### src/design/opfmt_pkg.sv
/*
  Shared constants for the address-modification engine and the operand
  formatter: word field positions, modifier and designator codes, tally
  variation codes, decimal sign codes and the engine state encoding.
  Assumes word bit 0 (most significant) sits at vector index 35.
*/
package opfmt_pkg;
  // ---------------------------------------------------------------
  // widths
  // ---------------------------------------------------------------
  localparam int WORD_W  = 36;
  localparam int HALF_W  = 18;
  localparam int DWORD_W = 72;
  localparam int PTR_W   = 24;
  localparam int NUM_IDX = 8;
  localparam int FP_EXP_W    = 8;
  localparam int FP_MANT_S_W = 28;
  localparam int FP_MANT_D_W = 64;
  localparam logic signed [7:0] FP_EXP_MAX = 8'sh7F;
  localparam logic signed [7:0] FP_EXP_MIN = 8'sh80;
  // ---------------------------------------------------------------
  // instruction and indirect word fields
  // ---------------------------------------------------------------
  localparam int Y_MSB    = 35;
  localparam int Y_LSB    = 18;
  localparam int FUNC_MSB = 17;
  localparam int FUNC_LSB = 9;
  localparam int INH_BIT  = 8;
  localparam int PTR_BIT  = 6;
  localparam int TM_MSB   = 5;
  localparam int TM_LSB   = 4;
  localparam int TD_MSB   = 3;
  localparam int TD_LSB   = 0;
  localparam int TAL_MSB  = 17;
  localparam int TAL_LSB  = 6;
  localparam int CNINE_BIT = 3;
  localparam int DELTA_MSB = 5;
  // ---------------------------------------------------------------
  // codes
  // ---------------------------------------------------------------
  typedef enum logic [1:0] {
    MOD_PLAIN_INDEX_MODE    = 2'h0,
    MOD_INDEX_THEN_DEREF    = 2'h1,
    MOD_TALLY_DEREF_MODE    = 2'h2,
    MOD_DEFERRED_INDEX_MODE = 2'h3
  } mod_t;
  localparam logic [3:0] TD_NONE            = 4'h0;
  localparam logic [3:0] TD_ACC_UPPER_PART  = 4'h1;
  localparam logic [3:0] TD_MQ_HIGH_PART    = 4'h2;
  localparam logic [3:0] TD_UPPER_IMMEDIATE = 4'h3;
  localparam logic [3:0] TD_PROGRAM_COUNTER = 4'h4;
  localparam logic [3:0] TD_ACC_LOW_PART    = 4'h5;
  localparam logic [3:0] TD_MQ_LOW_PART     = 4'h6;
  localparam logic [3:0] TD_LOWER_IMMEDIATE = 4'h7;
  localparam logic [3:0] TD_INDEX_REGS0     = 4'h8;
  localparam logic [3:0] TV_PLAIN              = 4'h0;
  localparam logic [3:0] TV_PREV_CHAR_SEQ      = 4'h5;
  localparam logic [3:0] TV_CHAR_VIA_POINTER   = 4'h8;
  localparam logic [3:0] TV_NEXT_CHAR_SEQ      = 4'hA;
  localparam logic [3:0] TV_DELTA_BUMP         = 4'hB;
  localparam logic [3:0] TV_STEP_DOWN_COUNT_UP = 4'hC;
  localparam logic [3:0] TV_STEP_UP_COUNT_DOWN = 4'hD;
  localparam logic [2:0] CHAR6_LAST = 3'h5;
  localparam logic [2:0] CHAR9_LAST = 3'h3;
  localparam logic [3:0] SIGN4_POS  = 4'hB;
  localparam logic [3:0] SIGN4_NEG  = 4'hD;
  localparam logic [8:0] SIGN9_POS  = 9'h02B;
  localparam logic [8:0] SIGN9_NEG  = 9'h02D;
  localparam logic [7:0] DEC_ZERO_EXP = 8'h7F;
  localparam logic [1:0] STR_WORD = 2'h0;
  localparam logic [1:0] STR_CHAR = 2'h1;
  localparam logic [1:0] STR_BIT  = 2'h2;
  typedef enum logic [2:0] {
    ST_IDLE  = 3'b000,
    ST_EVAL  = 3'b001,
    ST_FETCH = 3'b010,
    ST_TALLY = 3'b011,
    ST_WRITE = 3'b100
  } seq_state_t;
endpackage

### src/design/operand_format.sv
/*
  Operand formatter: right-justifies characters, merges a stored character,
  extracts bit-string bits, splits binary floating words and decodes decimal
  signs and exponents. Inputs come from logic on the same clock.
*/
`timescale 1ns/100ps
module operand_format
  import opfmt_pkg::*;
(
  input  wire logic        clk,
  input  wire logic        rst_n,
  input  wire logic [35:0] word_in,
  input  wire logic [8:0]  store_char,
  input  wire logic [1:0]  str_mode,
  input  wire logic [2:0]  cpos,
  input  wire logic        cnine,
  input  wire logic [4:0]  bit_idx,
  input  wire logic [2:0]  dig_pos,
  input  wire logic        mant_zero,
  output logic      [35:0] operand_out,
  output logic      [35:0] merged_out,
  output logic      [35:0] half_ext,
  output logic      [7:0]  fp_exp,
  output logic             fp_neg,
  output logic             bit_ok,
  output logic             sign_pos,
  output logic             sign_neg,
  output logic      [7:0]  dec_exp
);
  typedef struct packed {
    logic [35:0] operand;
    logic [35:0] merged;
    logic [35:0] half;
    logic [7:0]  fexp;
    logic        fneg;
    logic        bok;
    logic        spos;
    logic        sneg;
    logic [7:0]  dexp;
  } fmt_t;
  fmt_t r;
  fmt_t next_r;

  function automatic logic [3:0] digit(input logic [35:0] w, input logic [2:0] d);
    int b;
    b = 34 - 9 * int'(d[2:1]) - 4 * int'(d[0]);
    return w[b -: 4];
  endfunction

  // ---------------------------------------------------------------
  // formatting
  // ---------------------------------------------------------------
  always_comb begin
    logic [5:0] c6;
    logic [8:0] c9;
    logic [3:0] d0;
    logic [3:0] d1;
    c6 = word_in[35 - 6 * int'(cpos) -: 6];
    c9 = word_in[35 - 9 * int'(cpos[1:0]) -: 9];
    d0 = digit(word_in, dig_pos);
    d1 = (dig_pos == 3'h7) ? 4'h0 : digit(word_in, dig_pos + 3'h1);
    next_r = r;
    next_r.half = {{18{word_in[35]}}, word_in[35:18]};
    next_r.fexp = word_in[35:28];
    next_r.fneg = word_in[27];
    case (str_mode)
      STR_CHAR: next_r.operand = cnine ? {27'h0, c9} : {30'h0, c6};
      STR_BIT:  next_r.operand = {35'h0, word_in[34 - 9 * int'(bit_idx[4:3]) - int'(bit_idx[2:0])]};
      default:  next_r.operand = word_in;
    endcase
    next_r.merged = word_in;
    for (int p = 0; p < 6; p++) begin
      if (!cnine && p == int'(cpos)) begin
        next_r.merged[35 - 6 * p -: 6] = store_char[5:0];
      end
      if (cnine && p < 4 && p == int'(cpos)) begin
        next_r.merged[35 - 9 * p -: 9] = store_char;
      end
    end
    next_r.bok = ~|{word_in[35], word_in[26], word_in[17], word_in[8]};
    next_r.spos = cnine ? (c9 == SIGN9_POS) : (d0 == SIGN4_POS);
    next_r.sneg = cnine ? (c9 == SIGN9_NEG) : (d0 == SIGN4_NEG);
    // packed digits sit two to a character, exponent may straddle them
    next_r.dexp = mant_zero ? DEC_ZERO_EXP : (cnine ? c9[7:0] : {d0, d1});
  end

  always_ff @(posedge clk or negedge rst_n) begin
    if (!rst_n) begin
      r <= '0;
    end else begin
      r <= next_r;
    end
  end

  assign operand_out = r.operand;
  assign merged_out  = r.merged;
  assign half_ext    = r.half;
  assign fp_exp      = r.fexp;
  assign fp_neg      = r.fneg;
  assign bit_ok      = r.bok;
  assign sign_pos    = r.spos;
  assign sign_neg    = r.sneg;
  assign dec_exp     = r.dexp;
endmodule

### src/design/addr_mod_engine.sv
/*
  Effective-address engine for single-word instructions, with the operand
  formatter beside it. Assumes the memory answers on the same clock and
  holds mem_ack high for one cycle per accepted request.
*/
`timescale 1ns/100ps
module addr_mod_engine
  import opfmt_pkg::*;
#(
  parameter int unsigned NUM_INDEX = NUM_IDX
)(
  input  wire logic                  clk,
  input  wire logic                  rst_n,
  input  wire logic                  inst_valid,
  input  wire logic [35:0]           inst_word,
  output logic                       inst_ready,
  input  wire logic [NUM_INDEX*18-1:0] index_regs,
  input  wire logic [35:0]           acc_word,
  input  wire logic [35:0]           mq_word,
  input  wire logic [17:0]           program_counter,
  input  wire logic [8*PTR_W-1:0]    pointer_regs,
  output logic                       mem_req,
  output logic                       mem_we,
  output logic      [17:0]           mem_addr,
  output logic      [35:0]           mem_wdata,
  input  wire logic                  mem_ack,
  input  wire logic [35:0]           mem_rdata,
  output logic                       ea_valid,
  output logic      [17:0]           ea,
  output logic                       ea_is_operand,
  output logic      [35:0]           imm_operand,
  output logic      [2:0]            char_pos,
  output logic                       char_nine,
  output logic                       tally_zero,
  output logic                       int_inhibit,
  output logic      [8:0]            function_code,
  output logic      [17:0]           subop_field,
  input  wire logic [35:0]           opnd_word,
  input  wire logic [8:0]            store_char,
  input  wire logic [1:0]            str_mode,
  input  wire logic [4:0]            bit_idx,
  input  wire logic [2:0]            dig_pos,
  input  wire logic                  mant_zero,
  output logic      [35:0]           operand_out,
  output logic      [35:0]           merged_out,
  output logic      [35:0]           half_ext,
  output logic      [7:0]            fp_exp,
  output logic                       fp_neg,
  output logic                       bit_ok,
  output logic                       sign_pos,
  output logic                       sign_neg,
  output logic      [7:0]            dec_exp
);
  if (NUM_INDEX != 8) begin : g_chk
    $error("designator decode serves exactly eight index registers");
  end

  typedef struct packed {
    seq_state_t  st;
    logic [35:0] word;
    logic [3:0]  td;
    logic [17:0] addr;
    logic [35:0] wdata;
    logic        defer;
    logic        kind;
    logic [17:0] ea;
    logic        imm;
    logic [35:0] operand;
    logic [2:0]  cpos;
    logic        cnine;
    logic        tzero;
    logic        inhibit;
    logic [8:0]  func;
    logic [17:0] subop;
    logic        done;
  } eng_t;
  eng_t r;
  eng_t next_r;

  // ---------------------------------------------------------------
  // index source decode
  // ---------------------------------------------------------------
  function automatic logic [17:0] idx_value(input logic [3:0] td);
    logic [17:0] v;
    v = 18'h0;
    case (td)
      TD_ACC_UPPER_PART:  v = acc_word[35:18];
      TD_ACC_LOW_PART:    v = acc_word[17:0];
      TD_MQ_HIGH_PART:    v = mq_word[35:18];
      TD_MQ_LOW_PART:     v = mq_word[17:0];
      TD_PROGRAM_COUNTER: v = program_counter;
      default: begin
        if (td[3]) begin
          v = index_regs[18 * int'(td[2:0]) +: 18];
        end
      end
    endcase
    return v;
  endfunction

  // pointer base plus sign-filled 15-bit offset; pointer stays unchanged
  function automatic logic [17:0] ptr_base(input logic [17:0] y);
    logic [23:0] p;
    p = pointer_regs[PTR_W * int'(y[17:15]) +: PTR_W];
    return p[23:6] + {{3{y[14]}}, y[14:0]};
  endfunction

  // ---------------------------------------------------------------
  // sequencing
  // ---------------------------------------------------------------
  always_comb begin
    logic [35:0] w;
    logic [17:0] y;
    logic [17:0] base;
    logic [17:0] sum;
    logic [1:0]  tm;
    logic [3:0]  td;
    logic        eval;
    logic        fin;
    logic [17:0] iy;
    logic [17:0] ny;
    logic [11:0] nt;
    logic [2:0]  np;
    logic [2:0]  last;
    logic        wb;
    logic        cnt;
    w    = (r.st == ST_IDLE) ? inst_word : r.word;
    y    = w[Y_MSB:Y_LSB];
    tm   = w[TM_MSB:TM_LSB];
    td   = w[TD_MSB:TD_LSB];
    base = (r.st == ST_IDLE && w[PTR_BIT]) ? ptr_base(y) : y;
    sum  = base + idx_value(td);
    eval = 1'h0;
    fin  = 1'h0;
    iy   = r.word[Y_MSB:Y_LSB];
    ny   = iy;
    nt   = r.word[TAL_MSB:TAL_LSB];
    np   = r.word[2:0];
    last = r.word[CNINE_BIT] ? CHAR9_LAST : CHAR6_LAST;
    wb   = 1'h0;
    cnt  = 1'h0;
    mem_req = 1'h0;
    mem_we  = 1'h0;
    next_r = r;
    next_r.done = 1'h0;
    case (r.st)
      ST_IDLE: begin
        if (inst_valid) begin
          next_r.inhibit = w[INH_BIT];
          next_r.func    = w[FUNC_MSB:FUNC_LSB];
          next_r.subop   = y;
          next_r.defer   = 1'h0;
          eval = 1'h1;
        end
      end
      ST_EVAL: eval = 1'h1;
      ST_FETCH: begin
        mem_req = 1'h1;
        if (mem_ack) begin
          next_r.word = mem_rdata;
          next_r.st   = r.kind ? ST_TALLY : ST_EVAL;
        end
      end
      ST_TALLY: begin
        next_r.ea    = iy;
        next_r.cpos  = np;
        next_r.cnine = r.word[CNINE_BIT];
        next_r.imm   = 1'h0;
        case (r.td)
          TV_STEP_UP_COUNT_DOWN: begin
            ny = iy + 18'h1;
            nt = nt - 12'h1;
            wb = 1'h1;
            cnt = 1'h1;
          end
          TV_STEP_DOWN_COUNT_UP: begin
            ny = iy - 18'h1;
            nt = nt + 12'h1;
            next_r.ea = ny;
            wb = 1'h1;
          end
          TV_NEXT_CHAR_SEQ: begin
            np = (np >= last) ? 3'h0 : np + 3'h1;
            ny = (np == 3'h0) ? iy + 18'h1 : iy;
            nt = nt - 12'h1;
            wb = 1'h1;
            cnt = 1'h1;
          end
          TV_PREV_CHAR_SEQ: begin
            np = (np == 3'h0) ? last : np - 3'h1;
            ny = (np == last) ? iy - 18'h1 : iy;
            nt = nt - 12'h1;
            next_r.ea   = ny;
            next_r.cpos = np;
            wb = 1'h1;
            cnt = 1'h1;
          end
          TV_DELTA_BUMP: begin
            ny = iy + {12'h0, r.word[DELTA_MSB:0]};
            nt = nt - 12'h1;
            wb = 1'h1;
            cnt = 1'h1;
          end
          default: wb = 1'h0; // plain indirect and character via pointer
        endcase
        next_r.tzero = cnt && (nt == 12'h0);
        next_r.wdata = {ny, nt, r.word[5:3], np};
        if (wb) begin
          next_r.st = ST_WRITE;
        end else begin
          next_r.st   = ST_IDLE;
          next_r.done = 1'h1;
        end
      end
      ST_WRITE: begin
        mem_req = 1'h1;
        mem_we  = 1'h1;
        if (mem_ack) begin
          next_r.st   = ST_IDLE;
          next_r.done = 1'h1;
        end
      end
      default: next_r.st = ST_IDLE;
    endcase
    if (eval) begin
      // a flag left from an earlier chain must not end a fresh instruction
      if (r.st != ST_IDLE && r.defer && tm != MOD_DEFERRED_INDEX_MODE) begin
        fin = 1'h1;
      end else begin
        case (tm)
          MOD_INDEX_THEN_DEREF: begin
            next_r.addr = sum;
            next_r.kind = 1'h0;
            next_r.st   = ST_FETCH;
          end
          MOD_DEFERRED_INDEX_MODE: begin
            next_r.defer = 1'h1;
            next_r.addr  = base;
            next_r.kind  = 1'h0;
            next_r.st    = ST_FETCH;
          end
          MOD_TALLY_DEREF_MODE: begin
            next_r.addr = base;
            next_r.td   = td;
            next_r.kind = 1'h1;
            next_r.st   = ST_FETCH;
          end
          default: fin = 1'h1;
        endcase
      end
      if (fin) begin
        next_r.ea    = sum;
        next_r.imm   = (td == TD_UPPER_IMMEDIATE) || (td == TD_LOWER_IMMEDIATE);
        next_r.operand = (td == TD_UPPER_IMMEDIATE) ? {base, 18'h0} : {18'h0, base};
        next_r.cpos  = 3'h0;
        next_r.cnine = 1'h0;
        next_r.tzero = 1'h0;
        next_r.defer = 1'h0;
        next_r.st    = ST_IDLE;
        next_r.done  = 1'h1;
      end
    end
  end

  always_ff @(posedge clk or negedge rst_n) begin
    if (!rst_n) begin
      r <= '0;
    end else begin
      r <= next_r;
    end
  end

  assign inst_ready    = (r.st == ST_IDLE);
  assign mem_addr      = r.addr;
  assign mem_wdata     = r.wdata;
  assign ea_valid      = r.done;
  assign ea            = r.ea;
  assign ea_is_operand = r.imm;
  assign imm_operand   = r.operand;
  assign char_pos      = r.cpos;
  assign char_nine     = r.cnine;
  assign tally_zero    = r.tzero;
  assign int_inhibit   = r.inhibit;
  assign function_code = r.func;
  assign subop_field   = r.subop;

  // ---------------------------------------------------------------
  // operand formatter
  // ---------------------------------------------------------------
  operand_format u_fmt (
    .clk         (clk),
    .rst_n       (rst_n),
    .word_in     (opnd_word),
    .store_char  (store_char),
    .str_mode    (str_mode),
    .cpos        (r.cpos),
    .cnine       (r.cnine),
    .bit_idx     (bit_idx),
    .dig_pos     (dig_pos),
    .mant_zero   (mant_zero),
    .operand_out (operand_out),
    .merged_out  (merged_out),
    .half_ext    (half_ext),
    .fp_exp      (fp_exp),
    .fp_neg      (fp_neg),
    .bit_ok      (bit_ok),
    .sign_pos    (sign_pos),
    .sign_neg    (sign_neg),
    .dec_exp     (dec_exp)
  );

  logic take;
  logic [1:0] tm_in;
  assign take  = inst_valid && inst_ready;
  assign tm_in = inst_word[TM_MSB:TM_LSB];
endmodule

### config.mk
export PLATFORM = sky130hd
export DESIGN_NAME = addr_mod_engine
export DESIGN_NICKNAME = d
export VERILOG_FILES = /design/src/design/opfmt_pkg.sv /design/src/design/operand_format.sv /design/src/design/addr_mod_engine.sv
export SDC_FILE = /design/constraint.sdc
export NUM_CORES = 1
export LEC_CHECK = 0
export CAP_MARGIN = 20
export CORE_AREA = 2 2 324 326
export CTS_BUF_LIST = sky130_fd_sc_hd__clkbuf_8
export DETAILED_ROUTE_END_ITERATION = 10
export DIE_AREA = 0 0 326 328
export DONT_BUFFER_PORTS = 1
export GPL_ROUTABILITY_DRIVEN = 1
export GPL_TIMING_DRIVEN = 0
export PLACE_DENSITY = 0.37
export SLEW_MARGIN = 10
export SYNTH_ARGS = -nofsm -noshare
export SYNTH_HDL_FRONTEND = slang
export SYNTH_SLANG_ARGS = --single-unit
### constraint.sdc
create_clock -name clk -period 8.4 [get_ports clk]
set_clock_uncertainty 0.05 [all_clocks]
set_input_delay 0.84 -clock clk [delete_from_list [all_inputs] [get_ports clk]]
set_output_delay 0.84 -clock clk [all_outputs]
set_load 0.01 [all_outputs]
### Word-level counts from Yosys, hierarchy flattened

Cells that the tools add are included.

| operators by class | value |
|---|---|
| $lt $le $gt $ge | 2 |
| $mul | 7 |
| bitwise gates (word level) | 1 |
| $add $sub $neg | 18 |
| equal/unequal tests | 33 |
| shift-type cells | 6 |
| mux-type cells | 72 |
| reduce and logical (&&, ||, !) cells | 39 |

Operator list:

| kind | number |
|---|---|
| $shiftx 192x9->24 | 1 |
| $pmux 18 s5 | 2 |
| $sub 7x32->32 const A | 5 |
| $shiftx 144x9->18 | 1 |
| $sub 32x4->32 | 3 |
| $shiftx 39x32->4 | 2 |
| $mux 18 | 4 |
| $mux 36 | 2 |
| $pmux 18 s2 | 2 |
| $pmux 36 s2 | 1 |
| $mux 62 | 1 |
| $mux 60 | 1 |
| $mux 9 | 5 |
| $shiftx 44x32->9 | 1 |
| $shiftx 41x32->6 | 1 |
| $mux 39 | 1 |
| $add 18x18->18 | 2 |
| $mux 6 | 6 |
| $lt 32x8->1 const B | 1 |
| $mux 3 | 10 |
| $eq 4x4->1 const B | 6 |
| $mul 4x2->6 const A | 4 |
| $pmux 12 s2 | 1 |
| $mux 1 | 22 |
| 47 further kinds | 93 |

| storage, ports and cells | value |
|---|---|
| register bits | 298 |
| logic and storage cells | 204 |
| output and inout bits | 274 |

### Depth between registers and ports, before layout

| depth | value |
|---|---|
| depth in word-level cells | 10 |
| gate-level depth with buffers | 34 |

### Hierarchy

Synthesis repeated with hierarchy kept, for this count alone.

| second synthesis, totals | value |
|---|---|
| cells, all modules | 3008 |
| area, all modules | 24951.4 um^2 |

Modules (own cells, without submodules):

| module | cells each | times used | area an instance (um^2) |
|---|---|---|---|
| addr_mod_engine | 2088 | 1 | 15787.6 |
| operand_format | 920 | 1 | 9163.8 |

### Least setup slack after synthesis

OpenSTA, ideal clock, no wires.

| path | value |
|---|---|
| kind | register to register |
| from | register r[186] in the netlist's numbering |
| to | register r (netlist bit ea[17]) |
| data arrival time | 6.711 ns |
| required time | 8.219 ns |
| slack | 1.508 ns |
| library setup time | 0.131 ns |
| cell stages (with the launch flop) | 34 |
| clock period less this slack | 6.892 ns |
| cells stage by stage | dfrtp_1 > or3_1 > buf_2 > inv_2 > buf_2 > clkbuf_1 > mux2i_1 > clkbuf_1 > nand2_1 > nand3_1 > nand3_1 > o21ai_0 > ha_1 > inv_1 > fa_1 > nor2b_1 > o21ai_0 > a21oi_1 > o21a_1 > nor2_1 > xnor2_1 > o21ai_0 > inv_1 > ha_1 > a2111oi_0 > o211ai_1 > a41oi_1 > o21a_1 > a31oi_1 > or4_1 > a21oi_2 > nor3_1 > xnor2_1 > o21ai_1 |

RTL lines:

| element | line | source |
|---|---|---|
| start, declared | addr_mod_engine.sv:77 | `eng_t r;` |
| start signal, assigned | addr_mod_engine.sv:269 | `r <= next_r;` |

==> metrics.cfg <==
[critical_path]
reg2reg_slack_ns = 0.42
slowest_stage = or4_1
endpoint = ea[17]$_DFF_PN0_
r2r-start = r[186]$_DFF_PN0_
critPathArrivalTime_ns = 8.46
critPathMaxFanout = 10
critPathKind = reg2reg
cp-start-kind = flip-flop
reg2regPathDepth = 34
cpPeakStageDelay_ns = 0.55
cp-end-kind = flip-flop
r2r_end = ea[17]$_DFF_PN0_
startpoint = r[186]$_DFF_PN0_
critical_path_required_ns = 8.88

[routing]
drt_iter0_drc = 1987
ant_nets = 0
wl_microns = 136800
vias_per_cell = 5.333
wl_per_cell_microns = 29.73
drt_pass1_iterations = 7
drc = 0
num_vias = 24540

[run_status]
status = complete, no violations

[clock_network]
insertion_delay_ns = 0.72
cts_buffer_depth = 3
clock_sinks = 289
cts_buffers = 58
cts_tree = built
cts-root-buf = clkbuf_8
h-tree-depth = 2
clk_transition_reported_paths_ns = 0.06

[power]
power_mw = 14.26
power_frac_comb_pct = 72.1
clock_power_share_pct = 11.1
ir_drop_uv = 238.6
p_leak_nw = 11.76
switching_share_pct = 54.42
p_int_mw = 6.498
p_seq_share_pct = 16.8
switchingPower_mw = 7.759
power.density_nw_per_um2 = 504.2

[floorplanning]
fp.dieH_microns = 328
num_io_pins = 832
core_sq_um = 103200
fp.dieW_microns = 326
die_area_sq_um = 106900
initial_utilization_pct = 24.12
num_rows = 118

[timing]
relSlewSlack_pct = 22.50
max_freq_mhz = 125.3
min_period_ns = 7.979
rsz0062_at_grt = false
setup_viol = 0
fin_crit_sh_pct = 94.98
tightestPinTransition_ns = 1.155
whs_ns = 0.1115
finalHoldViolations = 0
drv_slew = 0
finalSetupTns_ns = 0

[cells_and_area]
stdcell_area_sq_um = 28280
final_common_cell = nand2_1
fill_cells = 11340
layout_common_cells = nand2_1 (531), dfrtp_1 (289), o21ai_0 (238)
syn_to_final_growth_pct = 13.60
fin_util_pct = 27.40
nets = 3810
drive_above_1_share_pct = 13.60

[grt]
grt.total_usage_pct = 24.50
grt_pass1_vias = 24430
antenna_found_initial = 36
grt_max_degree = 290
grt_pass1_wl_microns = 189700
grt-ovfl-total = 0

[placed_design]
hpwl_microns = 107500
placed_area_sq_um = 26670
place.gp.congestion = 0.9464
port_buffers = 0

[yosys]
ys_types = 85
postSynthAreaPerCell_sq_um = 8.101
synth_cells = 3073
synth_ff_type = dfrtp_1
synth_nets = 3721
async_flop_share_pct = 100.0
yosysSeqAreaShare_pct = 29.05
synth_area_sq_um = 24890
yosysWarnings = 0
ys_ff_latch = 289
synth_edf_count = 0

[run]
cap_viol_max_count = 0

[hold_path]
hold_class = in2reg

[synth_stat cells (all sizes together) (12+ instances only)]
cell,n,area (sq um)
nand2,532,1997
dfrtp,289,7232
o21ai,261,1306
clkbuf,222,833.3
buf,192,1353
nor2,168,630.6
a21oi,167,843.3
nand3,138,690.7
mux2i,125,1251
inv,84,315.3
ha,83,1039
mux2,72,814.5
mux4,65,1464
xnor2,56,490.5
a211oi,52,390.4
and2,49,306.6
a31oi,46,287.8
nor2b,41,256.5
nor3,37,185.2
o22ai,36,225.2
o211ai,28,215.2
a22oi,23,172.7
o221ai,20,175.2
o31ai,20,155.1
a21o,18,135.1
a222oi,18,180.2
xor2,18,157.7
a311oi,17,148.9
or3,17,106.4
nand2b,14,87.58
and3,12,75.07
[per-stage QoR]
step           setup WS, ns  cells
3_5_place_dp        -0.7217   4458
2_1_floorplan         1.508   3073
3_3_place_gp         -2.211   4453
5_1_grt             0.03193   4596
4_1_cts             0.03728   4581
6_report             0.4214   4602
[layer usage]
metal  share of wire [%]  vias to the layer above  global-route usage [%]
li1                    -                    11050                       -
met1                  40                    12190                   29.03
met2                  49                     1028                   42.94
met3                 7.4                      246                   6.522
met4                 3.6                       26                   7.764
met5                0.12                        -                       0
[power by group through the flow]
stage / clock, mW / sequential [mW] / combinational (mW)
global placement: 0 / 2.43 / 10.2
detailed placement: 0 / 2.43 / 10.1
CTS: 1.65 / 2.42 / 10.3
floorplan: 0 / 2.21 / 6.98
global route: 1.70 / 2.47 / 11.2
finish: 1.58 / 2.40 / 10.3
[registers in the layout, indices dropped and copies added, names as in the netlist, 18 cells and up]
signal,flops
subop_field,18
mem_wdata,36
u_fmt.operand_out,36
r,45
mem_addr,18
u_fmt.merged_out,36
ea,18
imm_operand,36
[worst max-delay path: cells and delay by family, from the launching register on]
kind            cells  cell delay [ns]
mux                 1             0.36
buf+inv             8             1.60
flops               1             0.52
fa+ha+maj           3             1.04
xor+xnor            2             0.31
simple gates        8             1.55
compound gates     12             2.36
[cell families after synthesis]
group                    share of synthesized area, %
adder cells (fa/ha/maj)                         4.775
multiplexers                                    14.18
flip-flops                                      29.05
buffers and inverters                           10.09
AND/OR/NAND/NOR                                 19.06
XOR/XNOR                                        2.604
AO/OA/AOI/OAI                                   20.24
[timing repair]
action,CTS,global route
endpoints found under the setup margin,15,5
hold buffers,18,1
pin swaps,0,0
gates resized for setup,11,24
cloned,0,0
buffers inserted,3,0
hold endpoints to repair,306,59
[cell type report]
| type | count | area, sq um | share of cell area, % |
|---|---|---|---|
| Antenna cell | 17 | 42.54 | 0.1504 |
| Buffer | 413 | 2213 | 7.827 |
| Clock buffer | 71 | 977.2 | 3.456 |
| Clock inverter | 32 | 240.2 | 0.8495 |
| Inverter | 87 | 326.6 | 1.155 |
| Multi-Input combinational cell | 2283 | 15180 | 53.70 |
| Sequential cell | 289 | 7232 | 25.57 |
| Tap cell | 1380 | 1727 | 6.106 |
| Timing Repair Buffer | 30 | 335.3 | 1.186 |
[worst min-delay path by stage]
| stage | startpoint | endpoint | slack, ns | depth (start not counted) |
|---|---|---|---|---|
| after floorplan | function_code[0]$_DFFE_PN0P_ | function_code[0]$_DFFE_PN0P_ | 0.40 | 2 |
| after global placement | function_code[7]$_DFFE_PN0P_ | function_code[7]$_DFFE_PN0P_ | 0.41 | 2 |
| after detailed placement | function_code[7]$_DFFE_PN0P_ | function_code[7]$_DFFE_PN0P_ | 0.41 | 2 |
| after CTS | opnd_word[24] | u_fmt.half_ext[6]$_DFF_PN0_ | 0.0002 | 0 |
| after global routing | opnd_word[24] | u_fmt.half_ext[6]$_DFF_PN0_ | 0.02 | 0 |
| final | opnd_word[24] | u_fmt.half_ext[6]$_DFF_PN0_ | 0.11 | 0 |
Power figures use the tool's default switching activity.
